File: config.mk
export PLATFORM = sky130hd
export DESIGN_NAME = synth_serial_load_port
export DESIGN_NICKNAME = d
export VERILOG_FILES = /design/src/logic/latch_bank.v /design/src/logic/synth_serial_load_port.v
export VERILOG_INCLUDE_DIRS = /design/src /design/src/logic
export SDC_FILE = /design/constraint.sdc
export NUM_CORES = 1
export LEC_CHECK = 0
export BUFFER_PORTS_ARGS = -buffer_cell sky130_fd_sc_hd__buf_2
export CAP_MARGIN = 5
export CORE_MARGIN = 1
export CORE_UTILIZATION = 40
export DETAILED_ROUTE_END_ITERATION = 7
export GPL_TIMING_DRIVEN = 0
export PLACE_DENSITY_LB_ADDON = 0.3
export SYNTH_ARGS = -nofsm -noshare
export SYNTH_HDL_FRONTEND = slang
export SYNTH_HIERARCHICAL = 1
export SYNTH_SLANG_ARGS = --single-unit
File: constraint.sdc
create_clock -name ref_clk_in -period 2.5 [get_ports ref_clk_in]
set_input_delay 0.5 -clock ref_clk_in [delete_from_list [all_inputs] [get_ports ref_clk_in]]
set_output_delay 0.5 -clock ref_clk_in [all_outputs]
set_load 0.02 [all_outputs]
File: src/logic/serial_load_consts.vh
// Constants for the synthesizer serial load port
`ifndef SERIAL_LOAD_CONSTS_VH
`define SERIAL_LOAD_CONSTS_VH
`define WORD_W          24
`define SEL_HI_BIT      1
`define SEL_LO_BIT      0
`define SEL_CONTROL     2'h0
`define SEL_REFCNT      2'h1
`define SEL_FBCNT       2'h2
`define SEL_TEST        2'h3
`define NUM_LATCHES     4
`define WORD_ZERO       24'h000000
`define CTL_RESET       24'h000000
`define MUX_W           3
`define MUX_LSB         5
`define PD1_BIT         20
`define PD2_BIT         21
`define MUX_TRISTATE    3'h0
`define MUX_DLOCK       3'h1
`define MUX_NDIV        3'h2
`define MUX_DVDD        3'h3
`define MUX_RDIV        3'h4
`define MUX_ALOCK       3'h5
`define MUX_SDO         3'h6
`define MUX_DGND        3'h7
`endif

File: src/logic/latch_bank.v
// Four word latch bank with registered read ports
`timescale 1ns/1ps
`include "serial_load_consts.vh"
module latch_bank (
    input  wire                 ref_clk_in,
    input  wire                 rst_n_in,
    input  wire                 wr_en_in,
    input  wire [1:0]           wr_sel_in,
    input  wire [`WORD_W-1:0]   wr_data_in,
    output reg  [`WORD_W-1:0]   control_out,
    output reg  [`WORD_W-1:0]   ref_count_out,
    output reg  [`WORD_W-1:0]   fb_count_out,
    output reg  [`WORD_W-1:0]   test_out
);
    // One latch written per load; others hold
    always @(posedge ref_clk_in)
    begin
        if (!rst_n_in)
        begin
            control_out   <= `CTL_RESET;
            ref_count_out <= `WORD_ZERO;
            fb_count_out  <= `WORD_ZERO;
            test_out      <= `WORD_ZERO;
        end
        else if (wr_en_in)
        begin
            case (wr_sel_in)
                `SEL_CONTROL: control_out   <= wr_data_in;
                `SEL_REFCNT:  ref_count_out <= wr_data_in;
                `SEL_FBCNT:   fb_count_out  <= wr_data_in;
                default:      test_out      <= wr_data_in;
            endcase
        end
    end
endmodule

File: src/logic/synth_serial_load_port.v
// Three-wire serial load port of a frequency synthesizer, with power-down and monitor select
//
// Overview of operation
// Shift data on each serial clock rise
// Host sends MSB first; LSBs select latch
// Strobe rise copies word into one latch
// Chip enable low: power down, pump tristated
// Chip enable high: software power-down still applies
// Monitor shows lock, RF divide or reference
// Select 00 control,01 ref,10 feedback,11 test
// Host never writes the test latch; the bench writes it once on purpose, and the bank stores it
// Power-up order: reference, control, feedback
// Extra clocks keep only last 24 bits
//
// Timing through the block, counted in reference clock edges after a pin
// changes at edge 0:
//   edge 1  first synchroniser stage holds the pin
//   edge 2  second stage holds it; edge detect compares with the old copy
//   edge 3  shift register steps, or the latch bank takes the word
//   edge 4  word outputs, band-select pulse and soft power-down effect update; chip enable reaches power and pump outputs at edge 3
// The serial clock is only sampled, so each of its phases must cover at
// least two reference cycles. A faster host loses edges silently.
//
// Data and serial clock pass through synchronisers of equal depth, so the
// relation between them at the pins is kept in the sampled copies. Data
// therefore needs to be steady for two reference cycles around each rise.
//
// The load strobe is synchronised the same way. A strobe that rises less
// than one cycle after the last serial clock rise may load the word
// before its final bit has been shifted in.
//
// Words addressed to the test latch are stored in the bank but drive no
// output, so a stray test write cannot disturb the synthesizer settings.
//
// Power state follows the chip enable pin and the two soft power-down bits
// of the control word; either bit set keeps the block down even with the
// pin high. The pump output is released whenever the block is down.
//
// Band selection restarts on every feedback latch load. The start pulse is
// delayed to appear in the same cycle as the new feedback word at the
// outputs, so a consumer may take both together.
`timescale 1ns/1ps
`include "serial_load_consts.vh"
module synth_serial_load_port (
    input  wire                 ref_clk_in,
    input  wire                 rst_n_in,
    input  wire                 serial_clk_in,
    input  wire                 serial_data_in,
    input  wire                 load_strobe_in,
    input  wire                 chip_enable_in,
    input  wire                 lock_detect_in,
    input  wire                 analog_lock_in,
    input  wire                 rf_div_in,
    input  wire                 ref_div_in,
    input  wire                 pump_up_in,
    input  wire                 pump_dn_in,
    output reg                  monitor_output_out,
    output reg                  monitor_output_oe_out,
    output reg                  charge_pump_output_out,
    output reg                  charge_pump_output_oe_out,
    output reg                  powered_up_out,
    output reg  [`WORD_W-1:0]   control_word_out,
    output reg  [`WORD_W-1:0]   ref_count_word_out,
    output reg  [`WORD_W-1:0]   fb_count_word_out,
    output reg                  band_select_start_out
);
    // Two-stage synchronisers for every pin from outside this clock except the pump requests
    reg [1:0] sclk_sync_q;
    reg [1:0] sdat_sync_q;
    reg [1:0] strobe_sync_q;
    reg [1:0] ce_sync_q;
    reg [1:0] lock_sync_q;
    reg [1:0] alock_sync_q;
    reg [1:0] rfdiv_sync_q;
    reg [1:0] refdiv_sync_q;
    reg       sclk_prev_q;
    reg       strobe_prev_q;

    always @(posedge ref_clk_in)
    begin
        if (!rst_n_in)
        begin
            sclk_sync_q   <= 2'h0;
            sdat_sync_q   <= 2'h0;
            strobe_sync_q <= 2'h0;
            ce_sync_q     <= 2'h0;
            lock_sync_q   <= 2'h0;
            alock_sync_q  <= 2'h0;
            rfdiv_sync_q  <= 2'h0;
            refdiv_sync_q <= 2'h0;
            sclk_prev_q   <= 1'b0;
            strobe_prev_q <= 1'b0;
        end
        else
        begin
            sclk_sync_q   <= {sclk_sync_q[0], serial_clk_in};
            sdat_sync_q   <= {sdat_sync_q[0], serial_data_in};
            strobe_sync_q <= {strobe_sync_q[0], load_strobe_in};
            ce_sync_q     <= {ce_sync_q[0], chip_enable_in};
            lock_sync_q   <= {lock_sync_q[0], lock_detect_in};
            alock_sync_q  <= {alock_sync_q[0], analog_lock_in};
            rfdiv_sync_q  <= {rfdiv_sync_q[0], rf_div_in};
            refdiv_sync_q <= {refdiv_sync_q[0], ref_div_in};
            sclk_prev_q   <= sclk_sync_q[1];
            strobe_prev_q <= strobe_sync_q[1];
        end
    end

    // Edge detection on the synchronised copies only
    wire sclk_rise_w   = sclk_sync_q[1] & ~sclk_prev_q;
    wire strobe_rise_w = strobe_sync_q[1] & ~strobe_prev_q;
    wire ce_w          = ce_sync_q[1];

    // Shift register; data is sampled with the clock, both delayed equally,
    // so setup/hold margin at the pins carries over to the samples
    reg [`WORD_W-1:0] shift_q;
    always @(posedge ref_clk_in)
    begin
        if (!rst_n_in)
            shift_q <= `WORD_ZERO;
        else if (sclk_rise_w)
            shift_q <= {shift_q[`WORD_W-2:0], sdat_sync_q[1]};
    end

    // Latch select decode, used for the bank write and band-select trigger
    function [1:0] latch_sel;
        input [`WORD_W-1:0] word;
        begin
            latch_sel = {word[`SEL_HI_BIT], word[`SEL_LO_BIT]};
        end
    endfunction

    wire [`WORD_W-1:0] ctl_w;
    wire [`WORD_W-1:0] refc_w;
    wire [`WORD_W-1:0] fbc_w;

    // The bank latches even test words; the test latch drives nothing here
    latch_bank u_latch_bank (
        .ref_clk_in    (ref_clk_in),
        .rst_n_in      (rst_n_in),
        .wr_en_in      (strobe_rise_w),
        .wr_sel_in     (latch_sel(shift_q)),
        .wr_data_in    (shift_q),
        .control_out   (ctl_w),
        .ref_count_out (refc_w),
        .fb_count_out  (fbc_w),
        .test_out      ()
    );

    // Power state: hardware enable gated by software power-down bits
    wire soft_pd_w = ctl_w[`PD1_BIT] | ctl_w[`PD2_BIT];
    wire active_w  = ce_w & ~soft_pd_w;

    // Monitor source selection from the control latch
    reg       mon_d;
    reg       mon_oe_d;
    always @*
    begin
        mon_d    = 1'b0;
        mon_oe_d = 1'b1;
        case (ctl_w[`MUX_LSB+`MUX_W-1:`MUX_LSB])
            `MUX_TRISTATE: mon_oe_d = 1'b0;
            `MUX_DLOCK:    mon_d = lock_sync_q[1];
            `MUX_NDIV:     mon_d = rfdiv_sync_q[1];
            `MUX_DVDD:     mon_d = 1'b1;
            `MUX_RDIV:     mon_d = refdiv_sync_q[1];
            `MUX_ALOCK:    // Open drain: only ever pulls low
            begin
                mon_d    = 1'b0;
                mon_oe_d = ~alock_sync_q[1];
            end
            `MUX_SDO:      mon_d = shift_q[`WORD_W-1];
            `MUX_DGND:     mon_d = 1'b0;
            default:       mon_d = 1'b0;
        endcase
    end

    // Feedback load marker; one cycle of delay aligns it with fb_count_word_out
    wire fb_load_w = strobe_rise_w & (latch_sel(shift_q) == `SEL_FBCNT);
    reg  band_pend_q;
    always @(posedge ref_clk_in)
    begin
        if (!rst_n_in)
            band_pend_q <= 1'b0;
        else
            band_pend_q <= fb_load_w;
    end

    // Pump next values: driven only when active with exactly one request
    wire pump_d    = pump_up_in & ~pump_dn_in;
    wire pump_oe_d = active_w & (pump_up_in ^ pump_dn_in);

    // Registered outputs; pump released whenever powered down
    always @(posedge ref_clk_in)
    begin
        if (!rst_n_in)
        begin
            monitor_output_out        <= 1'b0;
            monitor_output_oe_out     <= 1'b0;
            charge_pump_output_out    <= 1'b0;
            charge_pump_output_oe_out <= 1'b0;
            powered_up_out            <= 1'b0;
            control_word_out          <= `WORD_ZERO;
            ref_count_word_out        <= `WORD_ZERO;
            fb_count_word_out         <= `WORD_ZERO;
            band_select_start_out     <= 1'b0;
        end
        else
        begin
            monitor_output_out        <= mon_d;
            monitor_output_oe_out     <= mon_oe_d;
            charge_pump_output_out    <= pump_d;
            charge_pump_output_oe_out <= pump_oe_d;
            powered_up_out            <= active_w;
            control_word_out          <= ctl_w;
            ref_count_word_out        <= refc_w;
            fb_count_word_out         <= fbc_w;
            // Feedback latch write restarts band selection
            band_select_start_out     <= band_pend_q;
        end
    end
endmodule

* Yosys cells after proc, flatten, opt, wreduce, memory -nomap -nowiden
Index checks and enable logic that the tools add are counted. Widths: inputs -> output; s select.
Word-level totals: output and inout bits 78, input bits 12, logic and storage cells 52, register bits after elaboration 193
Operators by class: bitwise gates (word level) 13, equal/unequal tests 8, reduce and logical (&&, ||, !) cells 5, muxes and demuxes 2
Operators with widths (number):
- $eq 3x3->1 const B | 3
- $and 1x1->1 | 6
- $eq 3x2->1 const B | 2
- $reduce_and 2->1 | 3
- $not 1->1 | 5
- $pmux 1 s5 | 1
- $eq 3x1->1 const B | 1
- $logic_not 3->1 | 1
- $eq 2x1->1 const B | 1
- $eq 2x2->1 const B | 1
- $logic_not 2->1 | 1
- $pmux 1 s2 | 1
- $or 1x1->1 | 1
- $xor 1x1->1 | 1

* Depth between registers and ports, before layout
Gate-level depths: netlist (run 1).
word-level depth 4, mapped depth 5, gate-level depth less buffers 3

* Hierarchy
The synthesis (run 1) kept the hierarchy.
By module, submodules not included:
- synth_serial_load_port | area each 3726.1 um^2, times used 1, seq. area each 2422.3 um^2, cells each 323
- latch_bank | area each 3564.7 um^2, times used 1, seq. area each 1921.8 um^2, cells each 340

* Worst setup path before layout (run 1)
Ideal clock, no wire load.
kind reg-to-reg, start reg strobe_sync_q[1], end reg u_latch_bank.control_out[0], buffers on the path 2, library setup time 72 ps, setup slack 1190 ps, data required time 2428 ps, arrival 1238 ps, stages on the path, launching flop included 6, cells stage by stage dfxtp_1 > nor2b_1 > nor3b_2 > buf_6 > buf_8 > mux2i_1
On the way: cells in the longest elaborated chain, start to end 2
RTL lines:
- from (decl) | line synth_serial_load_port.v:70 | reg [1:0] strobe_sync_q;
- from (signal assigned) | line synth_serial_load_port.v:98 | strobe_sync_q <= {strobe_sync_q[0], load_strobe_in};
- $and 1x1->1 | line synth_serial_load_port.v:111 | wire strobe_rise_w = strobe_sync_q[1] & ~strobe_prev_q;
- named net strobe_rise_w | line synth_serial_load_port.v:111
- $reduce_and 2->1 (no source line)
- to (signal assigned) | line latch_bank.v:20 | control_out <= `CTL_RESET;
- to (signal assigned) | line latch_bank.v:28 | `SEL_CONTROL: control_out <= wr_data_in;
- to (decl) | line latch_bank.v:10 | output reg [`WORD_W-1:0] control_out,
The timed path passes the listed nets, and every way through them passes these cells. A chain may end at the register's enable or synchronous reset.

* Final worst setup path (run 1)
start reg strobe_sync_q[1], end reg u_latch_bank.control_out[20]
Same word-level chain as after synthesis.

==> results.toml, run 1 <==
[outcome]
status = "finished, final reports clean"

[power]
ir_drop_uv = 479
p_leak_nw = 3.46
powerDensity_nw_per_um2 = 765
power.total_mw = 5.93

[timing]
rsz0062_at_grt = "false"
tightest_slew_ns = 0.523
final-setup-viol-count = 0
clock.fmax_mhz = 696
fin_skew_ns = 0.00529
relSlewSlack_pct = 65.2
finalMaxSlewViolations = 0
hold_violations = 0
timing.final.crit_share_pct = 57.5
fin_tns_setup_ns = 0
period_needed_ns = 1.44

[floorplanning]
die_area_um2 = 16600
die_height_um = 129
io_pins = 90
core_um2 = 15800
std_cell_rows = 46
start_util_pct = 40.7
die_w_um = 129

[clock_tree]
clk_pin_slew_worst_paths_ns = 0.07
cts_max_path_buffers = 2
root_buffer = "clkbuf_16"
cts_buffers = 17
cts_setup_buffers = 0
htreeDepth = 4
clock_latency_ns = 0.43
clock_sinks = 193
ctsHoldBuffers = 0
cts_resized = 0
cts_tree = "yes"

[setup_path]
regToRegSetupSlack_ns = 1.06
r2r-end = "u_latch_bank/control_out[20]"
cp_cell_sequence = "nor2b_1 -> nor3b_2 -> buf_6 -> buf_8 -> mux2i_1"
path_class = "reg -> reg"
critPathMaxStageDelay_ns = 0.32
worst_setup_path_start_kind = "flip-flop"
critPathBufInv = 2
worstPathMaxFanout = 10
arrival_ns = 1.79
startpoint = "strobe_sync_q[1]"
reg2reg_depth = 5
cp-end-kind = "flip-flop"
timing.rr.start = "strobe_sync_q[1]"
worst_path_dominant_cell_family = "simple AND/OR/NAND/NOR gates"
required_ns = 2.85
cp_slowest_cell = "dfxtp_1"

[place]
dpl.hpwl_um = 8970
gp_congestion = 0.764
port_buffers = 88

[global_route]
grtUsageMet2_pct = 25.5
grt_first_pass_wirelength_um = 19900
grt_pass1_vias = 3934
grt_overflow = 0
use_met1_pct = 20.5
antenna_found_initial = 0
grt.met3_usage_pct = 3.78
grt_max_degree = 19
grt_busiest_layer = "met2"
grt_usage_pct = 15.9

[synth]
post_synth.cell_area_avg_um2 = 11.0
syn_inst = 586
synth_area_um2 = 6440
syn-num-nets = 599
yosys_warnings = 6

[worst_hold_path]
hold_class = "in -> reg"
min_delay_path_depth = 2
whs_endpoint = "rfdiv_sync_q[0]"
hold_start = "rf_div_in"

[drt]
drc = 0
vias = 4028
totalWireLength_um = 12400
routedWlPerCell_um = 13.4
drtAntennaViolNets = 0
first_pass_iters = 4
via_per_inst = 4.37
drt-initial-drc-count = 151

[final_layout]
insertedDiodeCount = 0
drive_above_1_share_pct = 25.6
area_growth_pct = 20.3
final_nets = 706
final_util_pct = 49.0

[run]
cap_violations = 0
sequential cells by signal, summed over array words and instances, names as in the netlist, 2 cells and up:
| name | flops |
|---|---|
| u_latch_bank/ref_count_out | 24 |
| lock_sync_q | 2 |
| shift_q | 24 |
| fb_count_word_out | 24 |
| alock_sync_q | 2 |
| rfdiv_sync_q | 2 |
| strobe_sync_q | 2 |
| sdat_sync_q | 2 |
| u_latch_bank/control_out | 24 |
| sclk_sync_q | 2 |
| ref_count_word_out | 24 |
| u_latch_bank/fb_count_out | 24 |
| refdiv_sync_q | 2 |
| control_word_out | 24 |
| ce_sync_q | 2 |
routing by layer:
metal	up-vias	routed length [um]	share of wire (%)
met4	0	155	1.3
met3	12	528	4.3
met2	87	5850	47
met1	1846	5830	47
met5	-	0	0
li1	2083	-	-
placed cells by master (no fill, tap or decap), drive strengths merged:
| master | instances |
|---|---|
| nand2 | 146 |
| nor2b | 1 |
| dfxtp | 193 |
| o21ai | 1 |
| bufinv | 1 |
| nor2 | 1 |
| and2b | 1 |
| a21boi | 24 |
| a21oi | 1 |
| nor4 | 1 |
| buf | 109 |
| mux2i | 73 |
| inv | 8 |
| o21a | 3 |
| and2 | 92 |
| nand3b | 2 |
| ha | 1 |
| clkinvlp | 1 |
| nor3 | 1 |
| nor3b | 2 |
| clkbuf | 38 |
| nand2b | 1 |
| nand3 | 2 |
| clkinv | 3 |
worst max path at each step:
stage | endpoint | depth (start not counted)
2_1_floorplan | u_latch_bank/control_out[0] | 5
3_5_place_dp | u_latch_bank/control_out[20] | 4
5_1_grt | u_latch_bank/control_out[22] | 5
4_1_cts | u_latch_bank/control_out[20] | 5
6_report | u_latch_bank/control_out[20] | 5
3_3_place_gp | fb_count_word_out[1] | 3
where the power goes:
group          switching, mW  internal (mW)  total (mW)
logic                 0.0860         0.0530       0.139
clock network           1.23           1.48        2.70
registers            0.00389           3.09        3.09
total                   1.32           4.62        5.93
cell type report:
cell class | instances | area (um2)
fill | 1463 | 8080
sequential | 193 | 3860
multi-input combinational | 353 | 2280
clock buffer | 20 | 457
timing repair buffer | 88 | 440
buffer | 39 | 288
tap | 216 | 270
clock inverter | 12 | 143
inverter | 1 | 3.75
per-stage QoR:
stage / area [um2] / hold slack [ns] / cells / setup WS, ns
2_1_floorplan: 6440 / 0.412 / 586 / 1.27
3_3_place_gp: 7150 / 0.420 / 890 / 1.10
3_5_place_dp: 7150 / 0.418 / 890 / 1.07
4_1_cts: 7750 / 0.256 / 922 / 1.06
5_1_grt: 7750 / 0.261 / 922 / 0.967
6_report: 7750 / 0.274 / 922 / 1.06
No activity file was read; power rests on OpenSTA's default activity.
==> run 2: changes to the inputs <==
==> constraint.sdc (replaced) <==
create_clock -name ref_clk_in -period 1.5 [get_ports ref_clk_in]
set_input_delay 0.3 -clock ref_clk_in [delete_from_list [all_inputs] [get_ports ref_clk_in]]
set_output_delay 0.3 -clock ref_clk_in [all_outputs]
set_load 0.02 [all_outputs]
==> results.toml, run 2 (synthesis gave the netlist of run 1 again) <==
[timing]
hold_ws_ns = 0.0750
fin_tns_setup_ns = 0
finalMaxSlewViolations = 0
final-setup-viol-count = 0
clock.fmax_mhz = 739
rsz0062_at_grt = "false"
tightest_slew_ns = 0.525
relSlewSlack_pct = 65.0
hold_violations = 0
timing.final.crit_share_pct = 90.3
period_needed_ns = 1.35
fin_skew_ns = 0.00453

[clock_tree]
cts_buffers = 17
clock_sinks = 193
clk_pin_slew_worst_paths_ns = 0.07
clock_latency_ns = 0.43
cts_setup_buffers = 0
cts_max_path_buffers = 2
ctsHoldBuffers = 0
htreeDepth = 4
root_buffer = "clkbuf_16"
cts_resized = 0
cts_tree = "yes"

[setup_path]
worst_path_dominant_cell_family = "simple AND/OR/NAND/NOR gates"
critPathBufInv = 2
required_ns = 1.85
critPathMaxStageDelay_ns = 0.32
worstPathMaxFanout = 10
worst_setup_path_start_kind = "flip-flop"
cp-end-kind = "flip-flop"
path_class = "reg -> reg"
cp_slowest_cell = "dfxtp_1"
arrival_ns = 1.71
cp_cell_sequence = "nor2b_2 -> nor3b_2 -> buf_6 -> buf_8 -> mux2i_1"

[global_route]
grt_pass1_vias = 3934
grt_first_pass_wirelength_um = 19900
grt_overflow = 0
grt_usage_pct = 15.9
grt_max_degree = 19
antenna_found_initial = 0

[place]
gp_congestion = 0.764
port_buffers = 88
dpl.cell_count = 890
dpl.hpwl_um = 8970

[drt]
vias = 4011
drtAntennaViolNets = 0
via_per_inst = 4.35
totalWireLength_um = 12300
routedWlPerCell_um = 13.4
drc = 0
first_pass_iters = 4
drt-initial-drc-count = 142

[floorplanning]
io_pins = 90
die_area_um2 = 16600
die_w_um = 129
core_um2 = 15800
std_cell_rows = 46
start_util_pct = 40.7
die_height_um = 129

[final_layout]
multi_input_area_um2 = 2290
final_common_cell = "dfxtp_1"
final_cell_mix = "193 x dfxtp_1, 126 x nand2_1, 93 x buf_2"
fin_cells = 922
fill_cells = 1464
area_growth_pct = 20.4
insertedDiodeCount = 0
final_nets = 706
regArea_um2 = 3860
drive_above_1_share_pct = 25.8

[worst_hold_path]
hold_class = "in -> reg"

[power]
p_leak_nw = 3.46
ir_drop_uv = 798
powerDensity_nw_per_um2 = 1280

[run]
cap_violations = 0

[outcome]
status = "finished, final reports clean"
-- run 2: cell counts in the layout (fill, tap and decap cells not counted) --
Identical to the previous run, type by type.
-- run 2: final timing paths --
path,depth (start not counted),slack (ns),to,from
hold / removal,2,0.07,rfdiv_sync_q[0],rf_div_in
setup / recovery,5,0.15,u_latch_bank/control_out[20],strobe_sync_q[1]
setup reg to reg,5,0.15,u_latch_bank/control_out[20],strobe_sync_q[1]
hold reg to reg,1,0.44,refdiv_sync_q[1],refdiv_sync_q[0]
-- run 2: area by class of cell --
type	count	share of cell area, %
inverters	1	0.0484
clock buffers	20	5.89
flip-flops and latches	193	49.8
multi-input cells	353	29.5
clock inverters	12	1.84
repair buffers	88	5.68
plain buffers	39	3.71
well taps	216	3.49
-- run 2: stage by stage --
step / total power [mW] / setup slack, ns / area [um2] / utilization (%)
final: 9.89 / 0.146 / 7750 / 49.0
after global placement: 5.50 / 0.121 / 7150 / 45.2
after global routing: 10.2 / 0.0663 / 7750 / 49.0
after CTS: 9.99 / 0.0647 / 7750 / 49.0
after detailed placement: 5.51 / 0.101 / 7150 / 45.2
after floorplan: 5.43 / 0.273 / 6440 / -
-- run 2: routing by layer --
metal  GRT usage [%]  vias to the layer above  routed length, um
met2            25.5                       83               5850
met5               0                        -                  0
met3            3.78                       12                502
li1                -                     2083                  -
met4            6.64                        0                155
met1            20.5                     1833               5830
-- run 2: report_power, final --
part	switching [mW]	internal (mW)	total (mW)	leakage, nW
combinational	0.143	0.0886	0.232	1.61
sequential	0.00672	5.14	5.15	1.56
clock	2.04	2.46	4.50	0.292
total	2.19	7.69	9.89	3.46
